**config.mk**
```make
export PLATFORM = sky130hd
export DESIGN_NAME = frpd_cmd
export DESIGN_NICKNAME = d
export VERILOG_FILES = /design/src/hw/frpd_pkg.sv /design/src/hw/frpd_cmd.sv /design/src/hw/frpd_param_rom.sv /design/src/hw/frpd_pin_sync.sv
export SDC_FILE = /design/constraint.sdc
export NUM_CORES = 1
export LEC_CHECK = 0
export BUFFER_PORTS_ARGS = -buffer_cell sky130_fd_sc_hd__clkbuf_2
export CORE_MARGIN = 8
export CORE_UTILIZATION = 56
export DETAILED_ROUTE_END_ITERATION = 7
export GPL_TIMING_DRIVEN = 0
export PLACE_DENSITY = 0.86
export SLEW_MARGIN = 20
export SYNTH_ARGS = -nofsm -noshare
export SYNTH_HDL_FRONTEND = slang
export SYNTH_SLANG_ARGS = --single-unit
```
**constraint.sdc**
```tcl
create_clock -name ref_clk_i -period 1.9 [get_ports ref_clk_i]
set_input_delay 0.095 -clock ref_clk_i [delete_from_list [all_inputs] [get_ports ref_clk_i]]
set_output_delay 0.095 -clock ref_clk_i [all_outputs]
set_load 0.02 [all_outputs]
```
**src/hw/frpd_pkg.sv**
```systemverilog
// shared constants and types for the flash reset and power-down command block
package frpd_pkg;
   localparam logic [7:0] FRPD_OP_RESET_ARM = 8'h66;
   localparam logic [7:0] FRPD_OP_SW_RESET = 8'h99;
   localparam logic [7:0] FRPD_OP_MODE_BIT_CLEAR = 8'hff;
   localparam logic [7:0] FRPD_OP_DEEP_SLEEP = 8'hb9;
   localparam logic [7:0] FRPD_OP_WAKE_AND_ID = 8'hab;
   localparam logic [7:0] FRPD_OP_PARAM_READ = 8'h5a;
   localparam logic [3:0] FRPD_OPCODE_BITS = 4'h8;
   localparam logic [3:0] FRPD_OPCODE_NIBBLES = 4'h2;
   localparam logic [3:0] FRPD_ADDR_BYTES = 4'h3;
   localparam logic [3:0] FRPD_DUMMY_BYTES = 4'h3;
   localparam logic [3:0] FRPD_PARAM_DUMMY_BYTES = 4'h1;
   localparam logic [3:0] FRPD_BYTE_BITS = 4'h8;
   localparam logic [3:0] FRPD_BYTE_NIBBLES = 4'h2;
   localparam logic [3:0] FRPD_ID_BITS = 4'h8;
   localparam int FRPD_CLK_MHZ = 125;
   localparam int FRPD_SLEEP_ENTRY_NS = 3000;
   localparam int FRPD_WAKE_NS = 3000;
   localparam int FRPD_RESET_RECOVERY_NS = 35000;
   // longest times round down, none below one cycle
   localparam int FRPD_SLEEP_ENTRY_CYC = (FRPD_SLEEP_ENTRY_NS * FRPD_CLK_MHZ / 1000) < 1 ? 1 :
      (FRPD_SLEEP_ENTRY_NS * FRPD_CLK_MHZ / 1000);
   // least times round up
   localparam int FRPD_WAKE_CYC = (FRPD_WAKE_NS * FRPD_CLK_MHZ + 999) / 1000;
   localparam int FRPD_RESET_RECOVERY_CYC = (FRPD_RESET_RECOVERY_NS * FRPD_CLK_MHZ + 999) / 1000;
   localparam int FRPD_TIMER_W = 16;
   localparam int FRPD_PARAM_AW = 10;
   localparam logic [9:0] FRPD_PARAM_HDR_BASE = 10'h000;
   localparam logic [9:0] FRPD_PARAM_DATA_BASE = 10'h300;
   localparam logic [7:0] FRPD_UNDEF_BYTE = 8'hff;
   localparam logic [7:0] FRPD_DEVICE_ID = 8'h5c; // arbitrary value

   typedef enum logic [3:0] {
      FRPD_ST_OPCODE = 4'b0000,
      FRPD_ST_ID_DUMMY = 4'b0001,
      FRPD_ST_ID_OUT = 4'b0010,
      FRPD_ST_P_ADDR = 4'b0011,
      FRPD_ST_P_DUMMY = 4'b0100,
      FRPD_ST_P_OUT = 4'b0101,
      FRPD_ST_IGNORE = 4'b0110,
      FRPD_ST_XIP = 4'b0111
   } frpd_state_t;

   typedef enum logic [2:0] {
      FRPD_PW_NORMAL = 3'b000,
      FRPD_PW_ENTERING = 3'b001,
      FRPD_PW_ASLEEP = 3'b010,
      FRPD_PW_WAKING = 3'b011,
      FRPD_PW_RESETTING = 3'b100
   } frpd_power_t;

   typedef struct packed {
      logic cs_n;
      logic sck;
      logic [3:0] dq;
   } frpd_pins_t;

   typedef struct packed {
      logic [3:0] dq;
      logic [3:0] dq_oe;
   } frpd_drive_t;
endpackage

```
**src/hw/frpd_cmd.sv**
```systemverilog
// command decoder for software reset, mode-bit clear, deep sleep and wake/id
// What this block does
// - any other command disarms the reset arm
// - software reset follows an armed reset-arm
// - mode-bit clear leaves continuous read mode
// - deep sleep only if select rises after bit eight
// - sleep entered within the sleep entry delay
// - asleep, only wake-and-id is recognised
// - hardware reset from sleep restores normal operation
// - power-up always lands in normal operation
// - wake needs select high for wake delay
// - id read: opcode, three dummies, msb first
// - clocking past the id gives undefined data
// - wake-and-id ignored while device busy
// - four-line mode: opcodes and id on four lines
// - param read uses a separate address space
// - param space is read-only
// - header at zero, parameters at 0300h
// - software reset reloads defaults, keeps lock bits
// - software reset starts at select rise, takes recovery
`timescale 1ns/1ps
`default_nettype none
module frpd_cmd
   import frpd_pkg::*;
#(
   parameter int RESET_RECOVERY_CYC = FRPD_RESET_RECOVERY_CYC,
   parameter logic [7:0] DEVICE_ID = FRPD_DEVICE_ID
) (
   input wire logic ref_clk_i,
   input wire logic rst_n_i,
   input wire logic clk_en_i,
   input wire logic cs_n_i,
   input wire logic sck_i,
   input wire logic [3:0] quad_data_lines_i,
   output logic [3:0] quad_data_lines_o,
   output logic [3:0] quad_data_lines_oe_o,
   input wire logic four_line_instruction_mode_i,
   input wire logic busy_i,
   input wire logic xip_enter_i,
   input wire logic protection_lock_bit_i,
   input wire logic status_protect_bit_i,
   output logic protection_lock_bit_o,
   output logic status_protect_bit_o,
   output logic reload_defaults_o,
   output logic deep_sleep_o,
   output logic ready_o,
   output logic xip_active_o
);
   frpd_pins_t pins_raw;
   frpd_pins_t pins;
   logic sck_rise;
   logic sck_fall;
   logic [7:0] rom_data;

   frpd_state_t st_q, st_d;
   frpd_power_t pw_q, pw_d;
   logic [7:0] shift_q, shift_d;
   logic [3:0] cnt_q, cnt_d;
   logic [3:0] byte_q, byte_d;
   logic [FRPD_PARAM_AW-1:0] addr_q, addr_d;
   logic [7:0] out_q, out_d;
   logic [3:0] dq_q, dq_d;
   logic [3:0] oe_q, oe_d;
   logic armed_q, armed_d;
   logic op_done_q, op_done_d;
   logic [7:0] op_q, op_d;
   logic xip_q, xip_d;
   logic [FRPD_TIMER_W-1:0] tmr_q, tmr_d;
   logic lock_q, lock_d;
   logic srp_q, srp_d;
   logic reload_q, reload_d;
   logic cs_prev_q, cs_prev_d;
   logic cs_rise;
   logic quad;
   logic [7:0] shift_next;
   logic [3:0] unit_bits;
   logic extra_clk;

   assign pins_raw = '{cs_n: cs_n_i, sck: sck_i, dq: quad_data_lines_i};

   frpd_pin_sync u_sync (
      .ref_clk_i(ref_clk_i),
      .rst_n_i(rst_n_i),
      .clk_en_i(clk_en_i),
      .pins_i(pins_raw),
      .pins_o(pins),
      .sck_rise_o(sck_rise),
      .sck_fall_o(sck_fall)
   );

   frpd_param_rom u_rom (
      .ref_clk_i(ref_clk_i),
      .rst_n_i(rst_n_i),
      .clk_en_i(clk_en_i),
      .addr_i(addr_q),
      .data_o(rom_data)
   );

   // clock count of one byte at the current width: eight bits or two nibbles
   function automatic logic [3:0] units_per_byte(input logic q);
      units_per_byte = q ? FRPD_BYTE_NIBBLES : FRPD_BYTE_BITS;
   endfunction

   function automatic logic [7:0] shift_in(input logic q, input logic [7:0] s,
                                           input logic [3:0] d);
      shift_in = q ? {s[3:0], d} : {s[6:0], d[0]};
   endfunction

   assign quad = four_line_instruction_mode_i;
   assign cs_rise = pins.cs_n & ~cs_prev_q;
   assign unit_bits = units_per_byte(quad);
   // the frame saw clocks after its opcode was complete
   assign extra_clk = (st_q == FRPD_ST_IGNORE) && (cnt_q != '0);
   // rising-edge sampling, one or four bits per clock
   assign shift_next = shift_in(quad, shift_q, pins.dq);

   always_comb begin
      st_d = st_q;
      pw_d = pw_q;
      shift_d = shift_q;
      cnt_d = cnt_q;
      byte_d = byte_q;
      addr_d = addr_q;
      out_d = out_q;
      dq_d = dq_q;
      oe_d = oe_q;
      armed_d = armed_q;
      op_done_d = op_done_q;
      op_d = op_q;
      xip_d = xip_q;
      tmr_d = tmr_q;
      lock_d = lock_q;
      srp_d = srp_q;
      reload_d = 1'b0;
      cs_prev_d = pins.cs_n;

      if (tmr_q != '0) begin
         tmr_d = tmr_q - 1'b1;
      end

      case (pw_q)
         FRPD_PW_ENTERING: begin
            // sleep state reached within the entry delay
            if (tmr_q == '0) begin
               pw_d = FRPD_PW_ASLEEP;
            end
         end
         FRPD_PW_WAKING, FRPD_PW_RESETTING: begin
            if (tmr_q == '0) begin
               pw_d = FRPD_PW_NORMAL;
            end
         end
         default: begin
         end
      endcase

      if (pins.cs_n) begin
         st_d = xip_q ? FRPD_ST_XIP : FRPD_ST_OPCODE;
         cnt_d = '0;
         byte_d = '0;
         oe_d = 4'h0;
         if (cs_rise && op_done_q) begin
            // a completed opcode acts only once select rises
            if (op_q == FRPD_OP_DEEP_SLEEP && pw_q == FRPD_PW_NORMAL && !extra_clk) begin
               pw_d = FRPD_PW_ENTERING;
               tmr_d = FRPD_TIMER_W'(FRPD_SLEEP_ENTRY_CYC);
            end else if (op_q == FRPD_OP_WAKE_AND_ID && pw_q == FRPD_PW_ASLEEP) begin
               // wake, then refuse commands for the wake delay
               pw_d = FRPD_PW_WAKING;
               tmr_d = FRPD_TIMER_W'(FRPD_WAKE_CYC);
            end else if (op_q == FRPD_OP_SW_RESET && armed_q && !extra_clk) begin
               // reset begins at select rise, lasts recovery time
               pw_d = FRPD_PW_RESETTING;
               tmr_d = FRPD_TIMER_W'(RESET_RECOVERY_CYC);
               reload_d = 1'b1;
               armed_d = 1'b0;
               xip_d = 1'b0;
            end
            // the arm survives only the command right after it
            if (op_q == FRPD_OP_RESET_ARM && pw_q == FRPD_PW_NORMAL && !extra_clk) begin
               armed_d = 1'b1;
            end else begin
               armed_d = 1'b0;
            end
         end
         if (cs_rise) begin
            op_done_d = 1'b0;
         end
      end else if (sck_rise) begin
         case (st_q)
            FRPD_ST_OPCODE: begin
               shift_d = shift_next;
               cnt_d = cnt_q + 1'b1;
               if (cnt_q == unit_bits - 1'b1) begin
                  op_d = shift_next;
                  op_done_d = 1'b1;
                  cnt_d = '0;
                  st_d = FRPD_ST_IGNORE;
                  if (pw_q == FRPD_PW_ASLEEP) begin
                     // only wake-and-id is heard while asleep
                     if (shift_next != FRPD_OP_WAKE_AND_ID || busy_i) begin
                        op_done_d = 1'b0;
                     end
                  end else if (pw_q != FRPD_PW_NORMAL) begin
                     op_done_d = 1'b0;
                  end else if (shift_next == FRPD_OP_WAKE_AND_ID) begin
                     // ignored during erase, program or write
                     if (busy_i) begin
                        op_done_d = 1'b0;
                     end else begin
                        st_d = FRPD_ST_ID_DUMMY;
                     end
                  end else if (shift_next == FRPD_OP_PARAM_READ) begin
                     st_d = FRPD_ST_P_ADDR;
                     addr_d = '0;
                  end
               end
            end
            FRPD_ST_IGNORE: begin
               // clocks past the opcode: select did not rise after bit eight
               cnt_d = unit_bits;
            end
            FRPD_ST_XIP: begin
               // mode-bit clear: only line zero counts, all ones
               cnt_d = cnt_q + 1'b1;
               if (!pins.dq[0]) begin
                  st_d = FRPD_ST_IGNORE;
               end else if (cnt_q == FRPD_OPCODE_BITS - 1'b1) begin
                  xip_d = 1'b0;
                  st_d = FRPD_ST_IGNORE;
               end
            end
            FRPD_ST_ID_DUMMY, FRPD_ST_P_ADDR, FRPD_ST_P_DUMMY: begin
               shift_d = shift_next;
               cnt_d = cnt_q + 1'b1;
               if (cnt_q == unit_bits - 1'b1) begin
                  cnt_d = '0;
                  byte_d = byte_q + 1'b1;
                  if (st_q == FRPD_ST_P_ADDR) begin
                     addr_d = FRPD_PARAM_AW'({addr_q, shift_next});
                  end
                  if (st_q == FRPD_ST_ID_DUMMY && byte_q == FRPD_DUMMY_BYTES - 1'b1) begin
                     st_d = FRPD_ST_ID_OUT;
                     out_d = DEVICE_ID;
                  end else if (st_q == FRPD_ST_P_ADDR && byte_q == FRPD_ADDR_BYTES - 1'b1) begin
                     st_d = FRPD_ST_P_DUMMY;
                     byte_d = '0;
                  end else if (st_q == FRPD_ST_P_DUMMY &&
                               byte_q == FRPD_PARAM_DUMMY_BYTES - 1'b1) begin
                     st_d = FRPD_ST_P_OUT;
                     out_d = rom_data;
                     addr_d = addr_q + 1'b1;
                  end
               end
            end
            default: begin
            end
         endcase
      end else if (sck_fall) begin
         // shift out on falling edges, msb first
         if (st_q == FRPD_ST_ID_OUT || st_q == FRPD_ST_P_OUT) begin
            oe_d = quad ? 4'hf : 4'h2;
            dq_d = quad ? out_q[7:4] : {2'b00, out_q[7], 1'b0};
            out_d = quad ? {out_q[3:0], 4'h0} : {out_q[6:0], 1'b0};
            cnt_d = cnt_q + 1'b1;
            if (cnt_q == unit_bits - 1'b1) begin
               cnt_d = '0;
               if (st_q == FRPD_ST_P_OUT) begin
                  out_d = rom_data;
                  addr_d = addr_q + 1'b1;
               end else begin
                  // past the id the data is undefined; zeros are sent
                  out_d = 8'h00;
               end
            end
         end
      end

      // entering continuous read wins over a clear in the same cycle
      if (xip_enter_i) begin
         xip_d = 1'b1;
      end

      // lock bits keep their value across a software reset
      if (pw_q != FRPD_PW_RESETTING) begin
         lock_d = protection_lock_bit_i;
         srp_d = status_protect_bit_i;
      end
   end

   // async reset is the power-on path: always normal, never asleep
   always_ff @(posedge ref_clk_i or negedge rst_n_i) begin
      if (!rst_n_i) begin
         st_q <= FRPD_ST_OPCODE;
         pw_q <= FRPD_PW_NORMAL;
         shift_q <= 8'h00;
         cnt_q <= 4'h0;
         byte_q <= 4'h0;
         addr_q <= '0;
         out_q <= 8'h00;
         dq_q <= 4'h0;
         oe_q <= 4'h0;
         armed_q <= 1'b0;
         op_done_q <= 1'b0;
         op_q <= 8'h00;
         xip_q <= 1'b0;
         tmr_q <= '0;
         lock_q <= 1'b0;
         srp_q <= 1'b0;
         reload_q <= 1'b0;
         cs_prev_q <= 1'b1;
      end else if (clk_en_i) begin
         st_q <= st_d;
         pw_q <= pw_d;
         shift_q <= shift_d;
         cnt_q <= cnt_d;
         byte_q <= byte_d;
         addr_q <= addr_d;
         out_q <= out_d;
         dq_q <= dq_d;
         oe_q <= oe_d;
         armed_q <= armed_d;
         op_done_q <= op_done_d;
         op_q <= op_d;
         xip_q <= xip_d;
         tmr_q <= tmr_d;
         lock_q <= lock_d;
         srp_q <= srp_d;
         reload_q <= reload_d;
         cs_prev_q <= cs_prev_d;
      end
   end

   assign quad_data_lines_o = dq_q;
   assign quad_data_lines_oe_o = oe_q;
   assign protection_lock_bit_o = lock_q;
   assign status_protect_bit_o = srp_q;
   assign reload_defaults_o = reload_q;
   assign deep_sleep_o = (pw_q == FRPD_PW_ASLEEP);
   assign ready_o = (pw_q == FRPD_PW_NORMAL);
   assign xip_active_o = xip_q;
endmodule
`default_nettype wire

```
**src/hw/frpd_param_rom.sv**
```systemverilog
// read-only discoverable-parameter space with a registered read port
`timescale 1ns/1ps
`default_nettype none
module frpd_param_rom
   import frpd_pkg::*;
#(
   parameter int AW = FRPD_PARAM_AW
) (
   input wire logic ref_clk_i,
   input wire logic rst_n_i,
   input wire logic clk_en_i,
   input wire logic [AW-1:0] addr_i,
   output logic [7:0] data_o
);
   logic [7:0] data_d;
   logic [7:0] data_q;

   // no write port exists: the space cannot be altered
   always_comb begin
      data_d = FRPD_UNDEF_BYTE;
      // header at location zero, parameters from 0300h, gaps undefined
      case (addr_i)
         FRPD_PARAM_HDR_BASE + 10'h000: data_d = 8'h53;
         FRPD_PARAM_HDR_BASE + 10'h001: data_d = 8'h46;
         FRPD_PARAM_HDR_BASE + 10'h002: data_d = 8'h44;
         FRPD_PARAM_HDR_BASE + 10'h003: data_d = 8'h50;
         FRPD_PARAM_HDR_BASE + 10'h004: data_d = 8'h06;
         FRPD_PARAM_HDR_BASE + 10'h005: data_d = 8'h01;
         FRPD_PARAM_HDR_BASE + 10'h006: data_d = 8'h01;
         FRPD_PARAM_DATA_BASE: data_d = 8'h00;
         default: data_d = FRPD_UNDEF_BYTE;
      endcase
   end

   always_ff @(posedge ref_clk_i or negedge rst_n_i) begin
      if (!rst_n_i) begin
         data_q <= 8'h00;
      end else if (clk_en_i) begin
         data_q <= data_d;
      end
   end

   assign data_o = data_q;
endmodule
`default_nettype wire

```
**src/hw/frpd_pin_sync.sv**
```systemverilog
// two-stage synchroniser for the serial pins, with clock edge detection
`timescale 1ns/1ps
`default_nettype none
module frpd_pin_sync
   import frpd_pkg::*;
(
   input wire logic ref_clk_i,
   input wire logic rst_n_i,
   input wire logic clk_en_i,
   input wire frpd_pins_t pins_i,
   output frpd_pins_t pins_o,
   output logic sck_rise_o,
   output logic sck_fall_o
);
   frpd_pins_t meta_q;
   frpd_pins_t sync_q;
   frpd_pins_t prev_q;
   frpd_pins_t meta_d;
   frpd_pins_t sync_d;
   frpd_pins_t prev_d;

   always_comb begin
      meta_d = pins_i;
      sync_d = meta_q;
      prev_d = sync_q;
   end

   always_ff @(posedge ref_clk_i or negedge rst_n_i) begin
      if (!rst_n_i) begin
         meta_q <= '{cs_n: 1'b1, sck: 1'b0, dq: 4'h0};
         sync_q <= '{cs_n: 1'b1, sck: 1'b0, dq: 4'h0};
         prev_q <= '{cs_n: 1'b1, sck: 1'b0, dq: 4'h0};
      end else if (clk_en_i) begin
         meta_q <= meta_d;
         sync_q <= sync_d;
         prev_q <= prev_d;
      end
   end

   assign pins_o = sync_q;
   assign sck_rise_o = sync_q.sck & ~prev_q.sck & ~sync_q.cs_n;
   assign sck_fall_o = ~sync_q.sck & prev_q.sck & ~sync_q.cs_n;
endmodule
`default_nettype wire

```
### Yosys cells after proc, flatten, opt, wreduce, memory -nomap -nowiden

Index checks and enable logic that the tools add are counted.

| storage, ports and cells | value |
|---|---|
| bits in registers | 100 |
| word-level logic and storage cells | 253 |
| output and inout bits | 14 |

| cells by class | value |
|---|---|
| multiplexer cells | 104 |
| reductions and logical operators | 57 |
| bitwise logic cells | 10 |
| add/sub/neg operators | 5 |
| eq/ne operators | 51 |

Operators with widths:

| kind | number |
|---|---|
| $mux 10 | 15 |
| $mux 4 | 30 |
| $mux 16 | 6 |
| $mux 8 | 12 |
| $pmux 8 s7 | 1 |
| $eq 8x8->1 const B | 4 |
| $eq 10x3->1 const B | 3 |
| $mux 3 | 10 |
| $ne 3x3->1 const B | 10 |
| $mux 1 | 26 |
| $pmux 4 s3 | 2 |
| $reduce_bool 3->1 | 7 |
| $eq 10x2->1 const B | 2 |
| $eq 4x3->1 const B | 5 |
| $pmux 10 s2 | 1 |
| $reduce_bool 2->1 | 10 |
| $eq 8x7->1 const B | 2 |
| $logic_not 16->1 | 1 |
| $reduce_and 4->1 | 4 |
| $reduce_bool 16->1 | 1 |
| $sub 16x1->16 const B | 1 |
| $reduce_and 5->1 | 3 |
| $reduce_and 13->1 | 1 |
| $eq 4x2->1 const B | 3 |
| 36 further kinds | 67 |

### Depth between registers and ports, before layout

Gate-level depths: netlist (run 1).

| logic depth | value |
|---|---|
| word-level depth | 10 |
| gate-level depth with buffers | 8 |

### Cells and area by module

Synthesis (run 1) repeated with hierarchy kept, for this count alone.

| unflattened totals | value |
|---|---|
| cell total of the unflattened synthesis | 618 |
| area, all modules | 5,931.9 um^2 |

Modules (own cells, without submodules):

| module | seq. area each (um^2) | times used | cells each | area each (um^2) |
|---|---|---|---|---|
| frpd_cmd | 1,903.1 | 1 | 545 | 5,013.6 |
| frpd_pin_sync | 327.8 | 1 | 29 | 538.0 |
| frpd_param_rom | 150.1 | 1 | 44 | 380.4 |

### Least setup slack after synthesis (run 1)

No wires, ideal clock.

| timing path | value |
|---|---|
| path type | reg-to-reg |
| start | register byte_q[0] |
| end | register out_q[1] |
| data required time | 1,775 ps |
| slack | -221 ps |
| buffers on the path | 0 |
| arrival | 1,997 ps |
| cell stages (with the launch flop) | 8 |
| clock period less this slack | 2,121 ps |
| cells stage by stage | dfrtp_1 inv_1 ha_1 or3b_1 nor3_4 o21ai_0 a22o_1 mux2_2 |

| on the way | value |
|---|---|
| word-level cells in the longest chain between the ends | 6 |

Ends and longest elaborated chain:

| element | line | RTL |
|---|---|---|
| start, declared | frpd_cmd.sv:59 | `logic [3:0] byte_q, byte_d;` |
| start signal, assigned | frpd_cmd.sv:317 | `byte_q <= byte_d;` |
| $eq 4x2->1 | frpd_cmd.sv:242, frpd_cmd.sv:245 |  |
| $logic_and 1x1->1 | frpd_cmd.sv:242 | `if (st_q == FRPD_ST_ID_DUMMY && byte_q == FRPD_DUMMY_BYTES - 1'b1) begin` |
| $mux 8 | frpd_cmd.sv:242 |  |
| $mux 8 | frpd_cmd.sv:236 | `if (cnt_q == unit_bits - 1'b1) begin` |
| $mux 8 | frpd_cmd.sv:190 | `case (st_q)` |
| $mux 8 | frpd_cmd.sv:189 | `end else if (sck_rise) begin` |
| end signal, assigned | frpd_cmd.sv:319 | `out_q <= out_d;` |
| end, declared | frpd_cmd.sv:61 | `logic [7:0] out_q, out_d;` |

Parallel ways exist; a longest one is shown, timed or not. The select of a mux whose other input is x is not followed.
A chain may end at the register's enable or synchronous reset.

### Final worst setup path (run 1)

| timing path | value |
|---|---|
| start | register cnt_q[2] |
| end | register cnt_q[2] |

| on the way | value |
|---|---|
| word-level cells in the longest chain between the ends | 6 |

Ends and longest elaborated chain:

| element | line | RTL |
|---|---|---|
| start, declared | frpd_cmd.sv:58 | `logic [3:0] cnt_q, cnt_d;` |
| start signal, assigned | frpd_cmd.sv:316 | `cnt_q <= cnt_d;` |
| $add 4x1->4 or $eq 4x4->1 (tied branches) | - |  |
| $mux 4 | frpd_cmd.sv:194, frpd_cmd.sv:236, frpd_cmd.sv:266 |  |
| $mux 4 | frpd_cmd.sv:261 | `if (st_q == FRPD_ST_ID_OUT \|\| st_q == FRPD_ST_P_OUT) begin` |
| $mux 4 | frpd_cmd.sv:259 | `end else if (sck_fall) begin` |
| $mux 4 * | frpd_cmd.sv:189 |  |
| $mux 4 * | frpd_cmd.sv:157 | `if (pins.cs_n) begin` |

Mark *: on every way between the ends. The rest lies on a longest branch, timed or not. The select of a mux whose other input is x is not followed.

==> metrics, run 1 <==
Chip Height 117 um; CORE AREA 9820 um2; RR Startpoint cnt_q[2]$_DFFE_PN0P_; Tot Pwr 9.63 mW; Clock Skew 19.6 ps; dpl hpwl 10.9 mm; f_max 426 MHz; post-synthesis sequential area ratio 41.9%; pwr dens 1310 nW/um2; die area 13600 um2; vias per cell 7.06; post-route cell area 7370 um2; initial DRC count 779; hold crit path type in2reg; filler cell count 612; Synth Cell Area 5680 um2; r2r endpoint cnt_q[2]$_DFFE_PN0P_; hold_ws 86.4 ps; CTS tree done; Reg2Reg Depth 5; worst path arrival time 2680 ps; net count after synthesis 629; P_leak 3.09 nW; dpl ws -442 ps; Final Hold Vio Count 0; Cells after Synth 604; final setup violation count 47; failing checks negative setup slack; vias 5980; Crit. End Element flip-flop; Pins Over Slew Limit 0; Worst setup SP type flip-flop; deepest clock path buffer count 2; Residual DRC 0; initial antenna violation count 0; Ys Warns 0; Max VDD drop 0.773 mV; Skew-Pair Late Insertion Delay 400 ps; CTS sink count 95; antenna cells 0; ys flop type dfrtp_1; placed cell areas 6030 um2; I/O pin count 28; Cell variety after synth 74; Port Buffers 26; vias in the first global route 5471; Max FO, Critical Path 8; post-synthesis register bit count 95; Post-Route WL 19.7 mm; Detail Route Antenna Nets 0; Final nets 734; DRT Pass-1 Iters 7; asr flop ratio synth 100%; status finished, violations left; clk slew on worst S/H paths 100 ps; most frequent cells in the layout dfrtp_1, nand2_1, buf_4; Root Buffer clkbuf_8; number of synthesized flops with an enable pin 0; WL/cell 23.3 um; min Tclk post-route 2340 ps; Worst EP required 2230 ps; Worst-Margin Slew 777 ps; WS Path Type reg2reg; Worst Setup Slack, final -445 ps; worst hold stages 3; row cnt 36; Worst Hold End op_done_q$_DFFE_PN0P_; Die Wd 117 um; ratio of final minimum period to clock period 123%; most common cell after layout, fill and taps aside dfrtp_1; share of cells above drive strength 1 35.0%; synthesis-to-layout area growth 29.7%; starting density of the core 57.9%; largest net degree at the start of global routing 96; grt ovf 0; H-tree depth 3; Avg Inst Size Synth 9.41 um2; first-pass GRT wire length 27.3 mm; hold path start busy_i; RSZ-0062 raised after global routing yes; headroom to the max-slew limit 48.2%; MaxCap Viol Count 0; GRT Util Overall 25.6%; Num CTS Buffers 9; flop2flop setup slack -440 ps; routability cong. 0.925
-- layout make-up --
class / instances / area, um2 / share of cell area, %
plain buffers: 26 / 191 / 2.60
clock buffers: 11 / 131 / 1.78
clock inverters: 5 / 58.8 / 0.798
inverters: 23 / 88.8 / 1.21
multi-input cells: 459 / 3640 / 49.4
flip-flops and latches: 95 / 2400 / 32.5
well taps: 133 / 166 / 2.26
repair buffers: 95 / 697 / 9.46
-- per-stage QoR --
stage                     utilization, %  setup TNS, ps  std cells
after floorplan                        -           -826        604
after global placement              61.3         -41120        763
after detailed placement            61.4         -14510        763
after CTS                           69.9          -3040        826
after global routing                75.1         -10220        847
final                               75.1          -6770        847
-- synthesized netlist by cell type, types with 9 or more instances --
library cell  number  area [um2]
dfrtp_1           92        2300
nand2_1           67         251
o21ai_0           41         205
nor2_1            38         143
mux2_2            25         282
inv_1             22        82.6
a21oi_1           21         105
nand3_1           21         105
mux2i_1           19         190
nor3_1            15        75.1
buf_2             12        60.1
o211ai_1          12        90.1
ha_1              11         138
nor2b_1           11        68.8
clkbuf_1           9        33.8
nor4_1             9        56.3
o2bb2ai_1          9        78.8
-- cells by family (layout without fill, tap and decap cells) --
| kind of cell | after synthesis | in the layout | share of synthesized area [%] |
|---|---|---|---|
| AND/OR/NAND/NOR | 225 | 226 | 21.3 |
| AO/OA/AOI/OAI | 166 | 167 | 20.4 |
| flip-flops | 95 | 95 | 41.9 |
| buffers and inverters | 52 | 160 | 3.92 |
| multiplexers | 44 | 44 | 8.30 |
| adder cells (fa/ha/maj) | 11 | 11 | 2.42 |
| XOR/XNOR | 11 | 11 | 1.70 |
-- flip-flops by register name (all words and copies together), names as in the netlist, 4 cells and up --
signal / flops
cnt_q: 4
u_sync.meta_q: 6
u_rom.data_o: 6
op_q: 8
u_sync.pins_o: 6
byte_q: 4
tmr_q: 16
shift_q: 7
addr_q: 10
quad_data_lines_o: 4
out_q: 8
-- how the worst max path moves through the flow --
stage	slack, ps	cells after the start	from	end
2_1_floorplan	-130	7	byte_q[0]$_DFFE_PN0P_	out_q[1]$_DFFE_PN0P_
3_3_place_gp	-380	7	byte_q[0]$_DFFE_PN0P_	out_q[1]$_DFFE_PN0P_
3_5_place_dp	-440	7	byte_q[0]$_DFFE_PN0P_	out_q[1]$_DFFE_PN0P_
4_1_cts	-220	7	byte_q[0]$_DFFE_PN0P_	out_q[6]$_DFFE_PN0P_
5_1_grt	-420	5	cnt_q[2]$_DFFE_PN0P_	cnt_q[2]$_DFFE_PN0P_
6_report	-440	5	cnt_q[2]$_DFFE_PN0P_	cnt_q[2]$_DFFE_PN0P_
-- report_power, final --
part | internal [mW] | switching [mW]
clock | 0.610 | 0.783
sequential | 2.61 | 0.739
combinational | 2.06 | 2.83
-- metal layers --
layer,wire [um],track usage [%],vias up
li1,-,-,2469
met1,7100,29.9,2870
met2,9440,42.9,455
met3,1780,5.53,186
met4,1410,13.9,0
met5,0,0,-
-- repair_timing --
item / CTS / global route
hold endpoints to repair: 101 / 0
hold buffers: 10 / 0
gates resized for setup: 74 / 81
setup endpoints to repair: 70 / 71
pin swaps: 19 / 32
buffers inserted: 38 / 21
cloned: 1 / 1
-- critical path, stage by stage, from the launching register on --
cell and delay, ps:
dfrtp_2 490, and3b_1 250, o21ai_1 510, o21ai_0 400
nor4_1 450, a211o_1 180
(Power assumes the default switching activity.)
==> run 2: changes to the inputs <==
- SYNTH_HIERARCHICAL: unset -> 1
==> metrics, run 2 <==
CTS sink count 95 (unchanged); Max FO, Critical Path 8 (unchanged); most common cell after layout, fill and taps aside dfrtp_1 (unchanged); H-tree depth 3 (unchanged); placed cell areas 6320 um2 (was 6030 um2); Num CTS Buffers 9 (unchanged); Sequential Area 2380 um2 (was 2400 um2); Post-Route WL 18.6 mm (was 19.7 mm); hold crit path type in2reg (unchanged); Tot Pwr 6.46 mW (was 9.63 mW); CP delay by family, top simple AND/OR/NAND/NOR gates (was compound AO/OA/AOI/OAI gates); Most flops, register tmr_q (unchanged); Skew-Pair Late Insertion Delay 380 ps (was 400 ps); Cells after Synth 618 (was 604); post-synthesis sequential area ratio 40.1% (was 41.9%); Max VDD drop 0.673 mV (was 0.773 mV); Avg Inst Size Synth 9.60 um2 (was 9.41 um2); die area 14100 um2 (was 13600 um2); most common cell in the netlist dfrtp_1 (unchanged); Detail Route Antenna Nets 0 (unchanged); routability cong. 0.949 (was 0.925); number of synthesized flops with an enable pin 0 (unchanged); largest net degree at the start of global routing 96 (unchanged); Crit-path slowest cell dfrtp_1 (was o21ai_1); Root Buffer clkbuf_8 (unchanged); CORE AREA 10300 um2 (was 9820 um2); critical path cell sequence nor3b_4, nor2b_4, o211ai_1, a21o_1, a221o_1, buf_6, mux2_4 (was and3b_1, o21ai_1, o21ai_0, nor4_1, a211o_1); Final Hold Vio Count 0 (unchanged); Ys Warns 6 (was 0); RSZ-0062 raised after global routing yes (unchanged); net count after synthesis 640 (was 629); Critical Path Max Stage Delay 430 ps (was 510 ps); Die Wd 119 um (was 117 um); max reg flops 16 (unchanged); ratio of final minimum period to clock period 119% (was 123%); worst path arrival time 2520 ps (was 2680 ps); f_max 443 MHz (was 426 MHz); status finished, violations left (unchanged); Residual DRC 0 (unchanged); P_leak 3.24 nW (was 3.09 nW); most frequent cells in the layout dfrtp_1, nand2_1, buf_4 (unchanged); grt ovf 0 (unchanged); filler cell count 676 (was 612); biggest area consumer among synthesized cells dfrtp_1 (unchanged); post-route cell area 7610 um2 (was 7370 um2); asr flop ratio synth 100% (unchanged); Clock Skew 10.2 ps (was 19.6 ps); clk slew on worst S/H paths 90 ps (was 100 ps); Final nets 736 (was 734); dpl hpwl 11.2 mm (was 10.9 mm); Worst setup SP type flip-flop (unchanged); Crit. End Element flip-flop (unchanged); Synth Cell Area 5930 um2 (was 5680 um2); Worst-Margin Slew 732 ps (was 777 ps); ys flop type dfrtp_1 (unchanged); first-pass GRT wire length 28.2 mm (was 27.3 mm); antenna cells 0 (unchanged); share of cells above drive strength 1 34.5% (was 35.0%); Worst EP required 2160 ps (was 2230 ps); row cnt 37 (was 36); Yosys top cell area share 38.8% (was 40.5%); pwr dens 849 nW/um2 (was 1310 nW/um2); deepest clock path buffer count 2 (unchanged); initial DRC count 586 (was 779); starting density of the core 57.5% (was 57.9%); final setup violation count 66 (was 47); Chip Height 119 um (was 117 um); Pins Over Slew Limit 0 (unchanged); headroom to the max-slew limit 51.2% (was 48.2%); Multi-input gate area 3840 um2 (was 3640 um2); hold_ws 223 ps (was 86.4 ps); post-synthesis register bit count 95 (unchanged); MaxCap Viol Count 0 (unchanged); initial antenna violation count 0 (unchanged); Buf/Inv on CP 1 (was 0); Cell variety after synth 81 (was 74); vias in the first global route 5713 (was 5471); biggest regs tmr_q: 16 flops, addr_q: 10 flops (unchanged); Port Buffers 27 (was 26); WL/cell 21.7 um (was 23.3 um); top post-synthesis cells by area dfrtp_1, mux2_4, nand2_1 (was dfrtp_1, mux2_2, nand2_1); Worst Setup Slack, final -356 ps (was -445 ps); vias 5874 (was 5980); WS Path Type reg2reg (unchanged); failing checks negative setup slack (unchanged); min Tclk post-route 2260 ps (was 2340 ps); I/O pin count 28 (unchanged); CTS tree done (unchanged); GRT Util Overall 24.1% (was 25.6%); DRT Pass-1 Iters 7 (unchanged); dpl ws -579 ps (was -442 ps); vias per cell 6.87 (was 7.06); synth cell count leaders dfrtp_1, nand2_1, o21ai_0, nor2_1, inv_1 (was dfrtp_1, nand2_1, o21ai_0, nor2_1, mux2_2); synthesis-to-layout area growth 28.2% (was 29.7%)
-- run 2: metal layers --
metal	share of wire (%)	routed length, um	track usage (%)
met2	47	8690	38.3
met1	39	7180	29.6
met4	6.4	1180	17.4
met5	0	0	0
met3	8.2	1530	3.68
-- run 2: area by class of cell --
class	instances	area share [%]
plain buffers	33	3.26
clock buffers	9	1.63
clock inverters	7	1.04
inverters	23	1.18
multi-input cells	466	50.5
flip-flops and latches	95	31.4
well taps	136	2.24
repair buffers	86	8.77
-- run 2: repair_timing --
action                                  in CTS  in global routing
endpoints found under the hold margin      101                  0
resized for setup                           87                 64
hold buffers                                10                  0
pin swaps                                   23                 21
cloned                                       0                  3
setup buffers                               28                 18
endpoints found under the setup margin      71                 67
-- run 2: metrics by stage --
step / std cells / utilization, % / TNS (ps)
6_report: 855 / 73.7 / -13640
2_1_floorplan: 618 / - / -1690
3_5_place_dp: 781 / 61.3 / -25190
5_1_grt: 855 / 73.7 / -18500
3_3_place_gp: 781 / 61.2 / -59120
4_1_cts: 834 / 69.4 / -10290
-- run 2: final timing paths --
check,startpoint,to,slack (ps),cells after the start
worst max-delay path,u_sync/prev_q[4]$_DFFE_PN0P_,out_q[2]$_DFFE_PN0P_,-360,7
worst min register to register,quad_data_lines_oe_o[1]$_DFFE_PN0P_,quad_data_lines_oe_o[1]$_DFFE_PN0P_,500,1
worst min-delay path,busy_i,op_done_q$_DFFE_PN0P_,220,4
min in group asynchronous,rst_n_i,op_q[6]$_DFFE_PN0P_,350,2
worst max register to register,u_sync/prev_q[4]$_DFFE_PN0P_,out_q[2]$_DFFE_PN0P_,-360,7
max in group asynchronous,rst_n_i,cnt_q[0]$_DFFE_PN0P_,1010,2
-- run 2: logic make-up after synthesis --
logic type,after synthesis,share of synthesized area [%]
AND/OR/NAND/NOR,224,21.2
AO/OA/AOI/OAI,183,22.1
flip-flops,95,40.1
buffers and inverters,57,4.47
multiplexers,48,9.89
adder cells (fa/ha/maj),8,1.69
XOR/XNOR,3,0.443
-- run 2: where the power goes --
group / switching (mW) / internal, mW
clock network: 0.777 / 0.625
registers: 0.426 / 2.34
logic: 1.30 / 0.991
-- run 2: worst min-delay path, cell delays in order --
cell,delay (ps)
clkbuf_2,90
and4_1,170
or3_1,140
nand2_1,70
==> run 3: changes to the inputs <==
- CORE_MARGIN: 8 -> 2
- RECOVER_POWER: unset -> 25
==> metrics, run 3 (synthesized netlist as in run 2, its figures left out) <==
status finished, violations left (unchanged); failing checks negative setup slack (unchanged); DRT Pass-1 Iters 5 (was 7); headroom to the max-slew limit 12.9% (was 51.2%); initial DRC count 573 (was 586); row cnt 37 (unchanged); Detail Route Antenna Nets 0 (unchanged); dpl hpwl 10.8 mm (was 11.2 mm); Worst EP required 2160 ps (about the same); antenna cells 0 (unchanged); CORE AREA 10300 um2 (unchanged); Root Buffer clkbuf_8 (unchanged); Die Wd 107 um (was 119 um); die area 11400 um2 (was 14100 um2); share of cells above drive strength 1 37.1% (was 34.5%); Final Util 75.2% (was 73.7%); deepest clock path buffer count 2 (unchanged); dpl ws -593 ps (was -579 ps); Clock Skew 14.9 ps (was 10.2 ps); Worst setup SP type flip-flop (unchanged); largest net degree at the start of global routing 96 (unchanged); most frequent cells in the layout dfrtp_1, nand2_1, buf_4 (unchanged); Pins Over Slew Limit 0 (unchanged); Skew-Pair Late Insertion Delay 380 ps (about the same); global-route track usage on met2 48.2% (was 38.3%); synthesis-to-layout area growth 30.8% (was 28.2%); Max FO, Critical Path 8 (unchanged); min Tclk post-route 2260 ps (about the same); vias per cell 6.75 (was 6.87); routability cong. 0.926 (was 0.949); WS Path Type reg2reg (unchanged); Port Buffers 27 (unchanged); vias in the first global route 5537 (was 5713); Num CTS Buffers 9 (unchanged); Chip Height 107 um (was 119 um); Worst Setup Slack, final -360 ps (was -356 ps); Final Hold Vio Count 0 (unchanged); grt ovf 0 (unchanged); RSZ-0062 raised after global routing yes (unchanged); hold crit path type in2reg (unchanged); ratio of final minimum period to clock period 119% (about the same); Max VDD drop 0.483 mV (was 0.673 mV); clk slew on worst S/H paths 90 ps (about the same); GRT Util Overall 30.1% (was 24.1%); filler cell count 650 (was 676); met3 usage 5.71% (was 3.68%); MaxCap Viol Count 0 (unchanged); vias 5799 (was 5874); worst path arrival time 2520 ps (about the same); CTS sink count 95 (unchanged); starting density of the core 57.5% (unchanged); Crit. End Element flip-flop (unchanged); Post-Route WL 17.6 mm (was 18.6 mm); P_leak 3.29 nW (was 3.24 nW); CTS tree done (unchanged); M1 GR Usage 39.9% (was 29.6%); pwr dens 839 nW/um2 (was 849 nW/um2); Most flops, register tmr_q (unchanged); H-tree depth 3 (unchanged); Final nets 740 (was 736); I/O pin count 28 (unchanged); hold_ws 218 ps (was 223 ps); initial antenna violation count 0 (unchanged); biggest regs tmr_q: 16 flops, addr_q: 10 flops (unchanged); most common cell after layout, fill and taps aside dfrtp_1 (unchanged); WL/cell 20.5 um (was 21.7 um); final setup violation count 60 (was 66); Residual DRC 0 (unchanged); f_max 442 MHz (was 443 MHz); max reg flops 16 (unchanged); Worst-Margin Slew 1310 ps (was 732 ps); Top Usage Layer GRT met2 (unchanged); first-pass GRT wire length 27.3 mm (was 28.2 mm); Sequential Area 2380 um2 (about the same); Multi-input gate area 3960 um2 (was 3840 um2)
[run 3: metal layers]
metal  vias up  wire length (um)
met4         0               679
li1       2556                 -
met5         -                 0
met3        80              1450
met1      2827              7010
met2       336              8460
[run 3: metrics by stage]
step                power [mW]  cell area, um2  std cells  TNS [ps]
floorplan                 3.93            6010        618     -1690
global placement          4.38            6320        781    -60810
detailed placement        4.47            6350        782    -25410
CTS                       6.20            7330        845     -6920
global route              6.83            7760        859    -15600
finish                    6.51            7760        859    -11390
[run 3: cell type report]
type | count | area share, %
multi-input combinational | 467 | 51.1
clock buffer | 10 | 1.77
timing repair buffer | 89 | 8.92
inverter | 23 | 1.16
buffer | 33 | 3.29
clock inverter | 6 | 0.887
tap | 136 | 2.19
sequential | 95 | 30.7
[run 3: critical path: stages (launching register included)]
cell,delay [ps]
dfstp_2,420
nor3b_4,360
nor2b_4,270
o211ai_1,130
a21o_1,190
a221o_1,320
buf_6,160
mux2_4,300
[run 3: power breakdown]
| group | switching, mW | internal, mW |
|---|---|---|
| clock network | 0.756 | 0.651 |
| logic | 1.33 | 1.06 |
| registers | 0.386 | 2.33 |
| total | 2.47 | 4.05 |
[run 3: what timing repair did]
action / in CTS / in global routing
pin swaps: 35 / 30
endpoints found under the hold margin: 101 / 0
cloned: 2 / 0
gates resized for setup: 105 / 85
hold buffers: 10 / 0
endpoints found under the setup margin: 71 / 68
buffers inserted: 36 / 15
[run 3: path summary, 6_finish.rpt]
path / startpoint / to / slack [ps] / cells past startpoint
max: u_sync/pins_o[5]$_DFFE_PN1P_ / out_q[0]$_DFFE_PN0P_ / -360 / 7
min: busy_i / op_done_q$_DFFE_PN0P_ / 220 / 4
max reg2reg: u_sync/pins_o[5]$_DFFE_PN1P_ / out_q[0]$_DFFE_PN0P_ / -360 / 7
min reg2reg: armed_q$_DFFE_PN0P_ / armed_q$_DFFE_PN0P_ / 500 / 2
max in group asynchronous: rst_n_i / cnt_q[0]$_DFFE_PN0P_ / 210 / 3
min in group asynchronous: rst_n_i / op_q[7]$_DFFE_PN0P_ / 790 / 3
